===== src/bcs_defines.svh =====
// bcs_defines.svh - reset values, field positions and codes of the boot chip-select block
`ifndef BCS_DEFINES_SVH
`define BCS_DEFINES_SVH

// boot vector table sits at the bottom of memory
`define BCS_BOOT_VECTOR_ADDR 24'h000000
// base field compares address bits [23:11]
`define BCS_BASE_LSB         11
`define BCS_BASE_W           13
// reset values of the boot base and option fields
`define BCS_RST_BASE         13'h0000
`define BCS_RST_BLK          bcs_pkg::BCS_BLK_1M
`define BCS_RST_SYNC         1'h0
`define BCS_RST_BYTE         bcs_pkg::BCS_BYTE_BOTH
`define BCS_RST_RW           bcs_pkg::BCS_RW_BOTH
`define BCS_RST_STRB         1'h0
`define BCS_RST_ACK          4'hD
`define BCS_RST_SPACE        bcs_pkg::BCS_SP_SUPUSR
`define BCS_RST_IPL          3'h0
`define BCS_RST_AVEC         1'h0
// pin field: upper bit set selects chip-select, lower bit is the pulled-up default
`define BCS_RST_PIN_MSB      1'h1
`define BCS_RST_PIN_LSB      1'h1
// acknowledge field codes: the longest plain wait count, then fast and external
`define BCS_ACK_MAX_WAIT     4'hD
`define BCS_ACK_FAST         4'hE
`define BCS_ACK_EXTERNAL     4'hF
// function code of cpu space
`define BCS_FC_CPU           3'h7
// transfer size code of a single byte
`define BCS_SIZ_BYTE         2'h1

`endif


===== src/bcs_pkg.sv =====
// bcs_pkg.sv - types of the boot chip-select block
package bcs_pkg;

  // block size of the address comparison
  typedef enum logic [2:0] {
    BCS_BLK_2K   = 3'h0,
    BCS_BLK_8K   = 3'h1,
    BCS_BLK_16K  = 3'h2,
    BCS_BLK_64K  = 3'h3,
    BCS_BLK_128K = 3'h4,
    BCS_BLK_256K = 3'h5,
    BCS_BLK_512K = 3'h6,
    BCS_BLK_1M   = 3'h7
  } bcs_blk_t;

  // address space field
  typedef enum logic [1:0] {
    BCS_SP_CPU    = 2'h0,
    BCS_SP_USER   = 2'h1,
    BCS_SP_SUPER  = 2'h2,
    BCS_SP_SUPUSR = 2'h3
  } bcs_space_t;

  // byte lane field
  typedef enum logic [1:0] {
    BCS_BYTE_OFF   = 2'h0,
    BCS_BYTE_LOWER = 2'h1,
    BCS_BYTE_UPPER = 2'h2,
    BCS_BYTE_BOTH  = 2'h3
  } bcs_byte_t;

  // direction field
  typedef enum logic [1:0] {
    BCS_RW_RSVD  = 2'h0,
    BCS_RW_READ  = 2'h1,
    BCS_RW_WRITE = 2'h2,
    BCS_RW_BOTH  = 2'h3
  } bcs_rw_t;

  // internal acknowledge sequencer
  typedef enum logic [1:0] {
    BCS_ST_IDLE = 2'h0,
    BCS_ST_WAIT = 2'h1,
    BCS_ST_ACK  = 2'h2,
    BCS_ST_EXT  = 2'h3
  } bcs_ack_st_t;

endpackage


===== src/bcs_boot_select.sv =====
// bcs_boot_select.sv - boot chip-select: reset configuration, address decode and timing
`timescale 1ns/1ps
`default_nettype none
`include "bcs_defines.svh"

module bcs_boot_select #(
  parameter int ADDR_W = 24,
  parameter int WAIT_W = 4
) (
  // clock and reset
  input  wire logic              core_clk_i,
  input  wire logic              rst_b_i,
  // bus cycle from the internal master
  input  wire logic [ADDR_W-1:0] addr_i,
  input  wire logic [2:0]        fc_i,
  input  wire logic              rd_wr_b_i,         // 1 read, 0 write
  input  wire logic [1:0]        siz_i,
  input  wire logic              addr_strobe_b_i,
  input  wire logic              data_strb_b_i,
  input  wire logic              eclk_en_i,         // synchronous-mode enable pulse
  // reset strap
  input  wire logic              data_line_zero_i,
  // configuration write
  input  wire logic              cfg_wr_i,
  input  wire logic [1:0]        cfg_pin_i,
  input  wire logic [12:0]       cfg_base_i,
  input  wire logic [2:0]        cfg_blk_i,
  input  wire logic              cfg_sync_i,
  input  wire logic [1:0]        cfg_byte_i,
  input  wire logic [1:0]        cfg_rw_i,
  input  wire logic              cfg_strb_i,
  input  wire logic [WAIT_W-1:0] cfg_ack_i,
  input  wire logic [1:0]        cfg_space_i,
  input  wire logic [2:0]        cfg_ipl_i,
  input  wire logic              cfg_avec_i,
  // external side
  output logic                   boot_rom_select_b_o,
  output logic [1:0]             transfer_size_ack_b_o,
  output logic                   autovec_b_o,
  // status
  output logic [1:0]             pin_assign_o,
  output logic                   port16_o,
  output logic [12:0]            base_o,
  output logic [2:0]             blk_o
);

  generate
    if (ADDR_W != 24) begin : g_chk
      $error("bcs_boot_select: address comparison is built for 24 address bits");
    end
  endgenerate

  ////////////////////////////////////////////////////////////////////////////
  // configuration state
  logic [1:0]           pin_q;        // select_pin_assign_reg0 boot field
  logic                 strap_done_q; // port size already caught
  logic [12:0]          base_q;       // boot_base_reg base field
  bcs_pkg::bcs_blk_t    blk_q;        // boot_base_reg block size
  logic                 sync_q;       // boot_option_reg mode, 1 = synchronous
  bcs_pkg::bcs_byte_t   byte_q;       // byte lane
  bcs_pkg::bcs_rw_t     rw_q;         // direction
  logic                 strb_q;       // 1 = time with data strobe
  logic [WAIT_W-1:0]    ack_q;        // acknowledge field
  bcs_pkg::bcs_space_t  space_q;      // address space
  logic [2:0]           ipl_q;        // irq_level_match field
  logic                 avec_q;       // internal autovector
  // cycle state
  logic                 sel_q;        // select asserted
  logic                 avec_hit_q;   // autovector pending
  logic [1:0]           ack_b;        // from the wait counter
  logic                 cycle_on;     // address strobe active
  logic                 hit;          // all comparisons pass
  logic                 trig;         // assertion moment

  ////////////////////////////////////////////////////////////////////////////
  // block size to compare mask over address bits [23:11]
  function automatic logic [12:0] size_mask(input bcs_pkg::bcs_blk_t blk);
    logic [12:0] m;
    m = 13'h1FFF;
    unique case (blk)
      bcs_pkg::BCS_BLK_2K:   m = 13'h1FFF;
      bcs_pkg::BCS_BLK_8K:   m = 13'h1FFC;
      bcs_pkg::BCS_BLK_16K:  m = 13'h1FF8;
      bcs_pkg::BCS_BLK_64K:  m = 13'h1FE0;
      bcs_pkg::BCS_BLK_128K: m = 13'h1FC0;
      bcs_pkg::BCS_BLK_256K: m = 13'h1F80;
      bcs_pkg::BCS_BLK_512K: m = 13'h1F00;
      bcs_pkg::BCS_BLK_1M:   m = 13'h1E00;
    endcase
    return m;
  endfunction

  // function code against the space field
  function automatic logic space_ok(input bcs_pkg::bcs_space_t sp, input logic [2:0] fc);
    logic usr;
    logic sup;
    usr = (fc == 3'h1) || (fc == 3'h2);
    sup = (fc == 3'h5) || (fc == 3'h6);
    unique case (sp)
      bcs_pkg::BCS_SP_CPU:    space_ok = (fc == `BCS_FC_CPU);
      bcs_pkg::BCS_SP_USER:   space_ok = usr;
      bcs_pkg::BCS_SP_SUPER:  space_ok = sup;
      bcs_pkg::BCS_SP_SUPUSR: space_ok = usr || sup;
    endcase
  endfunction

  ////////////////////////////////////////////////////////////////////////////
  // pin assignment: upper bit resets to one, lower bit caught at release
  // the strap flop resets to the pulled-up default and takes the line on the
  // first edge after release, so a flop never loads a port under reset
  always_ff @(posedge core_clk_i or negedge rst_b_i) begin
    if (!rst_b_i) begin
      pin_q        <= {`BCS_RST_PIN_MSB, `BCS_RST_PIN_LSB};
      strap_done_q <= 1'b0;
    end else if (!strap_done_q) begin
      pin_q[0]     <= data_line_zero_i;
      strap_done_q <= 1'b1;
    end else if (cfg_wr_i) begin
      pin_q <= cfg_pin_i;
    end
  end

  ////////////////////////////////////////////////////////////////////////////
  // base register: boot rom mapped at the vector table
  always_ff @(posedge core_clk_i or negedge rst_b_i) begin
    if (!rst_b_i) begin
      base_q <= `BCS_RST_BASE;
      blk_q  <= `BCS_RST_BLK;
    end else if (cfg_wr_i) begin
      base_q <= cfg_base_i;
      blk_q  <= bcs_pkg::bcs_blk_t'(cfg_blk_i);
    end
  end

  ////////////////////////////////////////////////////////////////////////////
  // option register: usable before software touches it
  always_ff @(posedge core_clk_i or negedge rst_b_i) begin
    if (!rst_b_i) begin
      byte_q  <= `BCS_RST_BYTE;
      sync_q  <= `BCS_RST_SYNC;
      rw_q    <= `BCS_RST_RW;
      strb_q  <= `BCS_RST_STRB;
      ack_q   <= WAIT_W'(`BCS_RST_ACK);
      space_q <= `BCS_RST_SPACE;
      ipl_q   <= `BCS_RST_IPL;
      avec_q  <= `BCS_RST_AVEC;
    end else if (cfg_wr_i) begin
      byte_q  <= bcs_pkg::bcs_byte_t'(cfg_byte_i);
      sync_q  <= cfg_sync_i;
      rw_q    <= bcs_pkg::bcs_rw_t'(cfg_rw_i);
      strb_q  <= cfg_strb_i;
      ack_q   <= cfg_ack_i;
      space_q <= bcs_pkg::bcs_space_t'(cfg_space_i);
      ipl_q   <= cfg_ipl_i;
      avec_q  <= cfg_avec_i;
    end
  end

  ////////////////////////////////////////////////////////////////////////////
  // address and cycle type comparison
  // all fields must match
  always_comb begin
    logic addr_ok;
    logic rw_ok;
    logic lane_ok;
    logic ipl_ok;
    logic upper;
    logic lower;
    // lane closed unless the byte field opens it
    lane_ok = 1'b0;
    addr_ok = ((addr_i[ADDR_W-1:`BCS_BASE_LSB] ^ base_q) & size_mask(blk_q)) == 13'h0000;
    rw_ok   = rd_wr_b_i ? rw_q[0] : rw_q[1];
    upper   = !addr_i[0];
    lower   = addr_i[0] || (siz_i != `BCS_SIZ_BYTE);
    // an 8-bit port ignores the lane, but a disabled field still blocks
    unique case (byte_q)
      bcs_pkg::BCS_BYTE_OFF:   lane_ok = 1'b0;
      bcs_pkg::BCS_BYTE_LOWER: lane_ok = !pin_q[0] || lower;
      bcs_pkg::BCS_BYTE_UPPER: lane_ok = !pin_q[0] || upper;
      bcs_pkg::BCS_BYTE_BOTH:  lane_ok = 1'b1;
    endcase
    // interrupt level only counts in cpu space; zero means any level
    ipl_ok = (fc_i != `BCS_FC_CPU) || (ipl_q == 3'h0) || (addr_i[3:1] == ipl_q);
    hit = pin_q[1] && addr_ok && rw_ok && lane_ok && ipl_ok && space_ok(space_q, fc_i);
  end

  // assertion moment: strobe in asynchronous mode, clock enable in synchronous
  assign cycle_on = !addr_strobe_b_i;
  assign trig     = sync_q ? eclk_en_i : (!strb_q || !data_strb_b_i);

  ////////////////////////////////////////////////////////////////////////////
  // select output: set on match, held to the end of the bus cycle
  always_ff @(posedge core_clk_i or negedge rst_b_i) begin
    if (!rst_b_i) begin
      sel_q <= 1'b0;
    end else if (!cycle_on) begin
      sel_q <= 1'b0;
    end else if (!sel_q && hit && trig) begin
      sel_q <= 1'b1;
    end
  end

  ////////////////////////////////////////////////////////////////////////////
  // internal acknowledge only in asynchronous mode
  // ack field drives counter
  bcs_wait_ack #(
    .WAIT_W (WAIT_W)
  ) u_wait_ack (
    .core_clk_i (core_clk_i),
    .rst_b_i    (rst_b_i),
    .select_i   (sel_q && !sync_q),
    .cycle_on_i (cycle_on),
    .ack_code_i (ack_q),
    .port16_i   (pin_q[0]),
    .ack_b_o    (ack_b)
  );

  ////////////////////////////////////////////////////////////////////////////
  // autovector: cpu space cycle with the internal vector chosen
  always_ff @(posedge core_clk_i or negedge rst_b_i) begin
    if (!rst_b_i) begin
      avec_hit_q <= 1'b0;
    end else if (!cycle_on) begin
      avec_hit_q <= 1'b0;
    end else if (sel_q && avec_q && (fc_i == `BCS_FC_CPU)) begin
      avec_hit_q <= 1'b1;
    end
  end

  // autovector replaces the size acknowledge
  assign transfer_size_ack_b_o = avec_hit_q ? 2'h3 : ack_b;
  assign autovec_b_o           = !avec_hit_q;
  assign boot_rom_select_b_o   = !sel_q;
  assign pin_assign_o          = pin_q;
  assign port16_o              = pin_q[0];
  assign base_o                = base_q;
  assign blk_o                 = blk_q;

endmodule
`default_nettype wire


===== src/bcs_wait_ack.sv =====
// bcs_wait_ack.sv - wait-state counter that produces the internal transfer acknowledge
`timescale 1ns/1ps
`default_nettype none
`include "bcs_defines.svh"

module bcs_wait_ack #(
  parameter int WAIT_W = 4
) (
  // clock and reset
  input  wire logic              core_clk_i,
  input  wire logic              rst_b_i,
  // cycle control
  input  wire logic              select_i,      // boot select asserted
  input  wire logic              cycle_on_i,    // bus cycle in progress
  input  wire logic [WAIT_W-1:0] ack_code_i,    // acknowledge field
  input  wire logic              port16_i,      // 16-bit port
  // acknowledge out
  output logic      [1:0]        ack_b_o        // [1] 16-bit, [0] 8-bit, active low
);

  generate
    if (WAIT_W < 4) begin : g_chk
      $error("bcs_wait_ack: WAIT_W must hold the 4-bit acknowledge field");
    end
  endgenerate

  bcs_pkg::bcs_ack_st_t state_q;  // sequencer state
  logic [WAIT_W-1:0]    cnt_q;    // remaining wait states
  logic [1:0]           ack_q;    // registered acknowledge, active high

  ////////////////////////////////////////////////////////////////////////////
  // sequencer: counts wait states from select assertion to acknowledge
  // internal ack decision
  always_ff @(posedge core_clk_i or negedge rst_b_i) begin
    if (!rst_b_i) begin
      state_q <= bcs_pkg::BCS_ST_IDLE;
      cnt_q   <= '0;
    end else if (!cycle_on_i) begin
      // cycle over: ready for the next one
      state_q <= bcs_pkg::BCS_ST_IDLE;
      cnt_q   <= '0;
    end else begin
      unique case (state_q)
        bcs_pkg::BCS_ST_IDLE: begin
          if (select_i) begin
            if (ack_code_i == WAIT_W'(`BCS_ACK_EXTERNAL)) begin
              // the device itself terminates the cycle
              state_q <= bcs_pkg::BCS_ST_EXT;
            end else if (ack_code_i == '0 || ack_code_i == WAIT_W'(`BCS_ACK_FAST)) begin
              state_q <= bcs_pkg::BCS_ST_ACK;
            end else begin
              state_q <= bcs_pkg::BCS_ST_WAIT;
              cnt_q   <= ack_code_i;
            end
          end
        end
        bcs_pkg::BCS_ST_WAIT: begin
          // one wait state per clock
          if (cnt_q == WAIT_W'(1)) begin
            state_q <= bcs_pkg::BCS_ST_ACK;
          end
          cnt_q <= cnt_q - WAIT_W'(1);
        end
        bcs_pkg::BCS_ST_ACK: begin
          state_q <= bcs_pkg::BCS_ST_ACK;
        end
        bcs_pkg::BCS_ST_EXT: begin
          state_q <= bcs_pkg::BCS_ST_EXT;
        end
      endcase
    end
  end

  ////////////////////////////////////////////////////////////////////////////
  // acknowledge register: width follows the port size
  always_ff @(posedge core_clk_i or negedge rst_b_i) begin
    if (!rst_b_i) begin
      ack_q <= 2'h0;
    end else if (!cycle_on_i) begin
      ack_q <= 2'h0;
    end else if (state_q == bcs_pkg::BCS_ST_ACK) begin
      ack_q <= port16_i ? 2'h2 : 2'h1;
    end
  end

  assign ack_b_o = ~ack_q;

endmodule
`default_nettype wire

===== config.mk =====
export PLATFORM = sky130hd
export DESIGN_NAME = bcs_boot_select
export DESIGN_NICKNAME = d
export VERILOG_FILES = /design/src/bcs_pkg.sv /design/src/bcs_boot_select.sv /design/src/bcs_wait_ack.sv
export VERILOG_INCLUDE_DIRS = /design/src
export SDC_FILE = /design/constraint.sdc
export NUM_CORES = 1
export LEC_CHECK = 0
export BUFFER_PORTS_ARGS = -buffer_cell sky130_fd_sc_hd__buf_2
export CAP_MARGIN = 5
export CORE_MARGIN = 1
export CORE_UTILIZATION = 30
export CTS_CLUSTER_DIAMETER = 100
export DETAILED_ROUTE_END_ITERATION = 12
export MAX_ROUTING_LAYER = met4
export PLACE_DENSITY_LB_ADDON = 0.12
export SKIP_LAST_GASP = 1
export SYNTH_ARGS = -nofsm -noshare
export SYNTH_HDL_FRONTEND = slang
export SYNTH_SLANG_ARGS = --single-unit

===== constraint.sdc =====
create_clock -name core_clk_i -period 4.6 [get_ports core_clk_i]
set_input_delay 0.92 -clock core_clk_i [delete_from_list [all_inputs] [get_ports core_clk_i]]
set_output_delay 0.92 -clock core_clk_i [all_outputs]
set_load 0.1 [all_outputs]

==> summary.txt <==
Status
  – Status: complete, no violations

Floorplanning
  – # IOs: 94
  – DIE HEIGHT: 90.3 um
  – Die area: 8160 sq um
  – Row cnt: 31
  – Width of the die: 90.3 um
  – Core area: 7410 sq um
  – Initial Utilization: 31.6%

Power
  – Power per cell area: 338 nW/um^2
  – Switching Share: 36.7%
  – Sequential power share: 47.1%
  – Internal cell power: 0.000626 W
  – Net Sw Power: 0.000363 W
  – Combinational share of power: 27.3%
  – Clock Power Share: 25.6%
  – VDD IR max: 0.156 mV
  – Cell leakage power: 1.32 nW

Worst setup path
  – Critical path class: flip-flop to primary output
  – CP max-delay cell: dfstp_2
  – Worst Path Arrival: 1.35 ns
  – Crit-path max FO: 7
  – CP Data Required Time: 3.68 ns
  – Flop2flop setup slack: 2.94 ns
  – Buffers and inverters on the worst path: 1
  – CP Launch Type: flip-flop
  – Critical path's largest stage delay: 0.60 ns
  – CP endpoint kind: primary output
  – Delay-heaviest family, CP: flip-flops
  – Crit-path cells: buf_2

Placed design
  – Final GP Congestion: 0.830
  – Hpwl dp: 3.89 mm
  – Number of I/O port buffers: 86

Yosys
  – Mean Syn Cell Area: 11.3 sq um
  – Area contributors post-synth: dfrtp_1 (33%), dfstp_2 (16%), mux2_2 (14%)
  – Post-synth top flop: dfrtp_1
  – Post-Syn Area: 2340 sq um
  – Synthesis Warnings: 0
  – Post-synth top area cell: dfrtp_1
  – Cells after synthesis: 207
  – Synth cell types: 42
  – Post-Syn Nets: 283
  – Synth top area share: 33.1%
  – Register area share after synthesis: 48.9%
  – Synthesized flop and latch total: 45
  – Number of synthesized flops with an enable pin: 0
  – Asr flop ratio synth: 100%

Run
  – MaxCap Viol Count: 0

Clock tree
  – CTS buffer count: 5
  – CTS resizes: 0
  – CTS tree: done
  – CTS max path bufs: 2
  – Number of setup buffers added after CTS: 0
  – Clock sinks: 45
  – Clock transition at the registers of the reported paths: 0.09 ns
  – Hold buffers post-CTS: 0
  – H-tree lvl count: 2
  – Root buffer cell: clkbuf_8
  – Clk_lat worst skew: 0.30 ns

Global routing
  – Tot GR Track Use: 13.9%
  – Vias in the first global route: 1,857
  – Pin count of the biggest net entering global routing: 46
  – Initial antenna violation count: 0
  – Gr ovfl total: 0
  – First-pass GRT wire length: 8.82 mm

STA
  – Final worst path period share: 49.3%
  – Fin Setup TNS: 0 ns
  – Worst Skew: 0.00566 ns
  – Rel. slew slack: 46.3%
  – Slew @ Worst Pin: 0.805 ns
  – Final Setup Violations: 0
  – Max Fclk: 0.441 GHz
  – Endpoints failing hold: 0
  – RSZ-0062 raised after global routing: no
  – Fin crit period: 2.27 ns
  – Slew Viols, Final: 0

Routing
  – Post-DR wirelength/cell: 13.5 um
  – Post-route ant nets: 0
  – Avg Vias per Cell: 4.63
  – Post-route DRC: 0
  – Detailed Routing Iterations Pass 1: 4
  – Vias after detailed routing: 1,818
  – Final wirelength: 5.30 mm
  – Initial drt markers: 56

Finish
  – Number of diodes: 0
  – Nets@finish: 369
  – Filler Cells Inserted: 770
  – Multi-input gate area: 1090 sq um
  – Final design utilization: 39.5%
  – Fraction of layout cells with a size suffix above 1: 48.6%
  – Area grow syn2layout: 25.1%
  – Sequential cell area: 1140 sq um

Min path
  – Hold Path Class: flip-flop to flip-flop
## worst reg2reg max path, stage by stage (launching register included)
cell     delay, ns
dfstp_2       0.54
inv_1         0.07
ha_1          0.22
nor4b_1       0.24
nand2_1       0.09
a31oi_1       0.20
or3_1         0.14
o22ai_1       0.07
## cell usage in the layout, fill, tap and decap left out, drive strengths merged, types with 5 or more instances in the layout
cell / instances
dfstp: 14
clkbuf: 5
xor2: 10
nand2: 14
xnor2: 7
a31oi: 5
a21oi: 12
nor2: 10
nand3: 5
buf: 87
dfrtp: 31
ha: 5
inv: 10
mux2: 30
o21ai: 12
## per-stage QoR
step / instances / instance area [sq um] / worst slack, ns / hold slack [ns] / total power [W]
floorplan: 207 / 2340 / 1.90 / 0.406 / 0.000674
global placement: 385 / 2840 / 2.29 / 0.422 / 0.000746
detailed placement: 385 / 2840 / 2.28 / 0.436 / 0.000747
CTS: 393 / 2930 / 2.32 / 0.449 / 0.00101
global route: 393 / 2930 / 2.28 / 0.459 / 0.00104
finish: 393 / 2930 / 2.33 / 0.438 / 0.000989
## cell type report
type                            count  area share [%]
Tap cell                           99            4.23
Sequential cell                    45            39.1
Clock inverter                      3           0.769
Clock buffer                        5            2.35
Inverter                           10            1.28
Timing Repair Buffer               87            15.0
Multi-Input combinational cell    144            37.4
## registers in the layout (all words and copies together), names as in the netlist, 2 cells and up
| register | count |
|---|---|
| ack_q | 4 |
| base_o | 13 |
| blk_o | 3 |
| byte_q | 2 |
| ipl_q | 3 |
| pin_assign_o | 2 |
| rw_q | 2 |
| space_q | 2 |
| u_wait_ack.ack_q | 2 |
| u_wait_ack.cnt_q | 4 |
| u_wait_ack.state_q | 2 |
## cells in the mapped netlist, drive strengths merged (2+ instances only)
cell,instances
a211oi,2
a21oi,12
a31oi,5
buf,6
clkbuf,2
dfrtp,31
dfstp,14
ha,5
inv,10
mux2,30
mux2i,4
nand2,14
nand3,5
nor2,10
nor2b,2
nor3,3
nor4,2
nor4b,2
o21ai,12
or3,3
xnor2,7
xor2,10
## power groups by stage
stage          combinational (W)  sequential (W)  clock (W)
5_1_grt                 0.000289        0.000472   0.000279
4_1_cts                 0.000274        0.000467   0.000267
6_report                0.000270        0.000466   0.000253
3_3_place_gp            0.000272        0.000473          0
2_1_floorplan          0.0000865        0.000588          0
3_5_place_dp            0.000274        0.000474          0
## layer usage
| metal | vias up | routed length (um) | global-route usage (%) |
|---|---|---|---|
| li1 | 905 | - | - |
| met1 | 854 | 2520 | 18.3 |
| met2 | 53 | 2480 | 21.6 |
| met3 | 6 | 236 | 3.11 |
| met4 | 0 | 60 | 4.03 |
| met5 | - | 0 | - |
## kinds of logic (layout without fill, tap and decap cells)
kind of cell	count (synthesis)	count (layout)	share of synthesized area, %
simple gates	45	45	9.57
compound gates	42	42	11.8
flops	45	45	48.9
xor+xnor	17	17	6.36
other cells	1	1	0.160
fa+ha+maj	5	5	2.67
buf+inv	18	105	4.44
mux	34	34	16.1
## path summary, 6_finish.rpt
check                                       start                          end  cells past startpoint
setup reg to reg            byte_q[0]$_DFFE_PN1P_            sel_q$_DFFE_PN0P_                      7
setup / recovery             blk_o[1]$_DFFE_PN1P_                     blk_o[1]                      1
hold reg to reg            strap_done_q$_DFF_PN0_  pin_assign_o[0]$_DFFE_PN1P_                      1
min in group asynchronous                 rst_b_i       base_o[11]$_DFFE_PN0P_                      2
hold / removal             strap_done_q$_DFF_PN0_  pin_assign_o[0]$_DFFE_PN1P_                      1
max in group asynchronous                 rst_b_i        base_o[1]$_DFFE_PN0P_                      2
No activity file was read; power rests on OpenSTA's default activity.
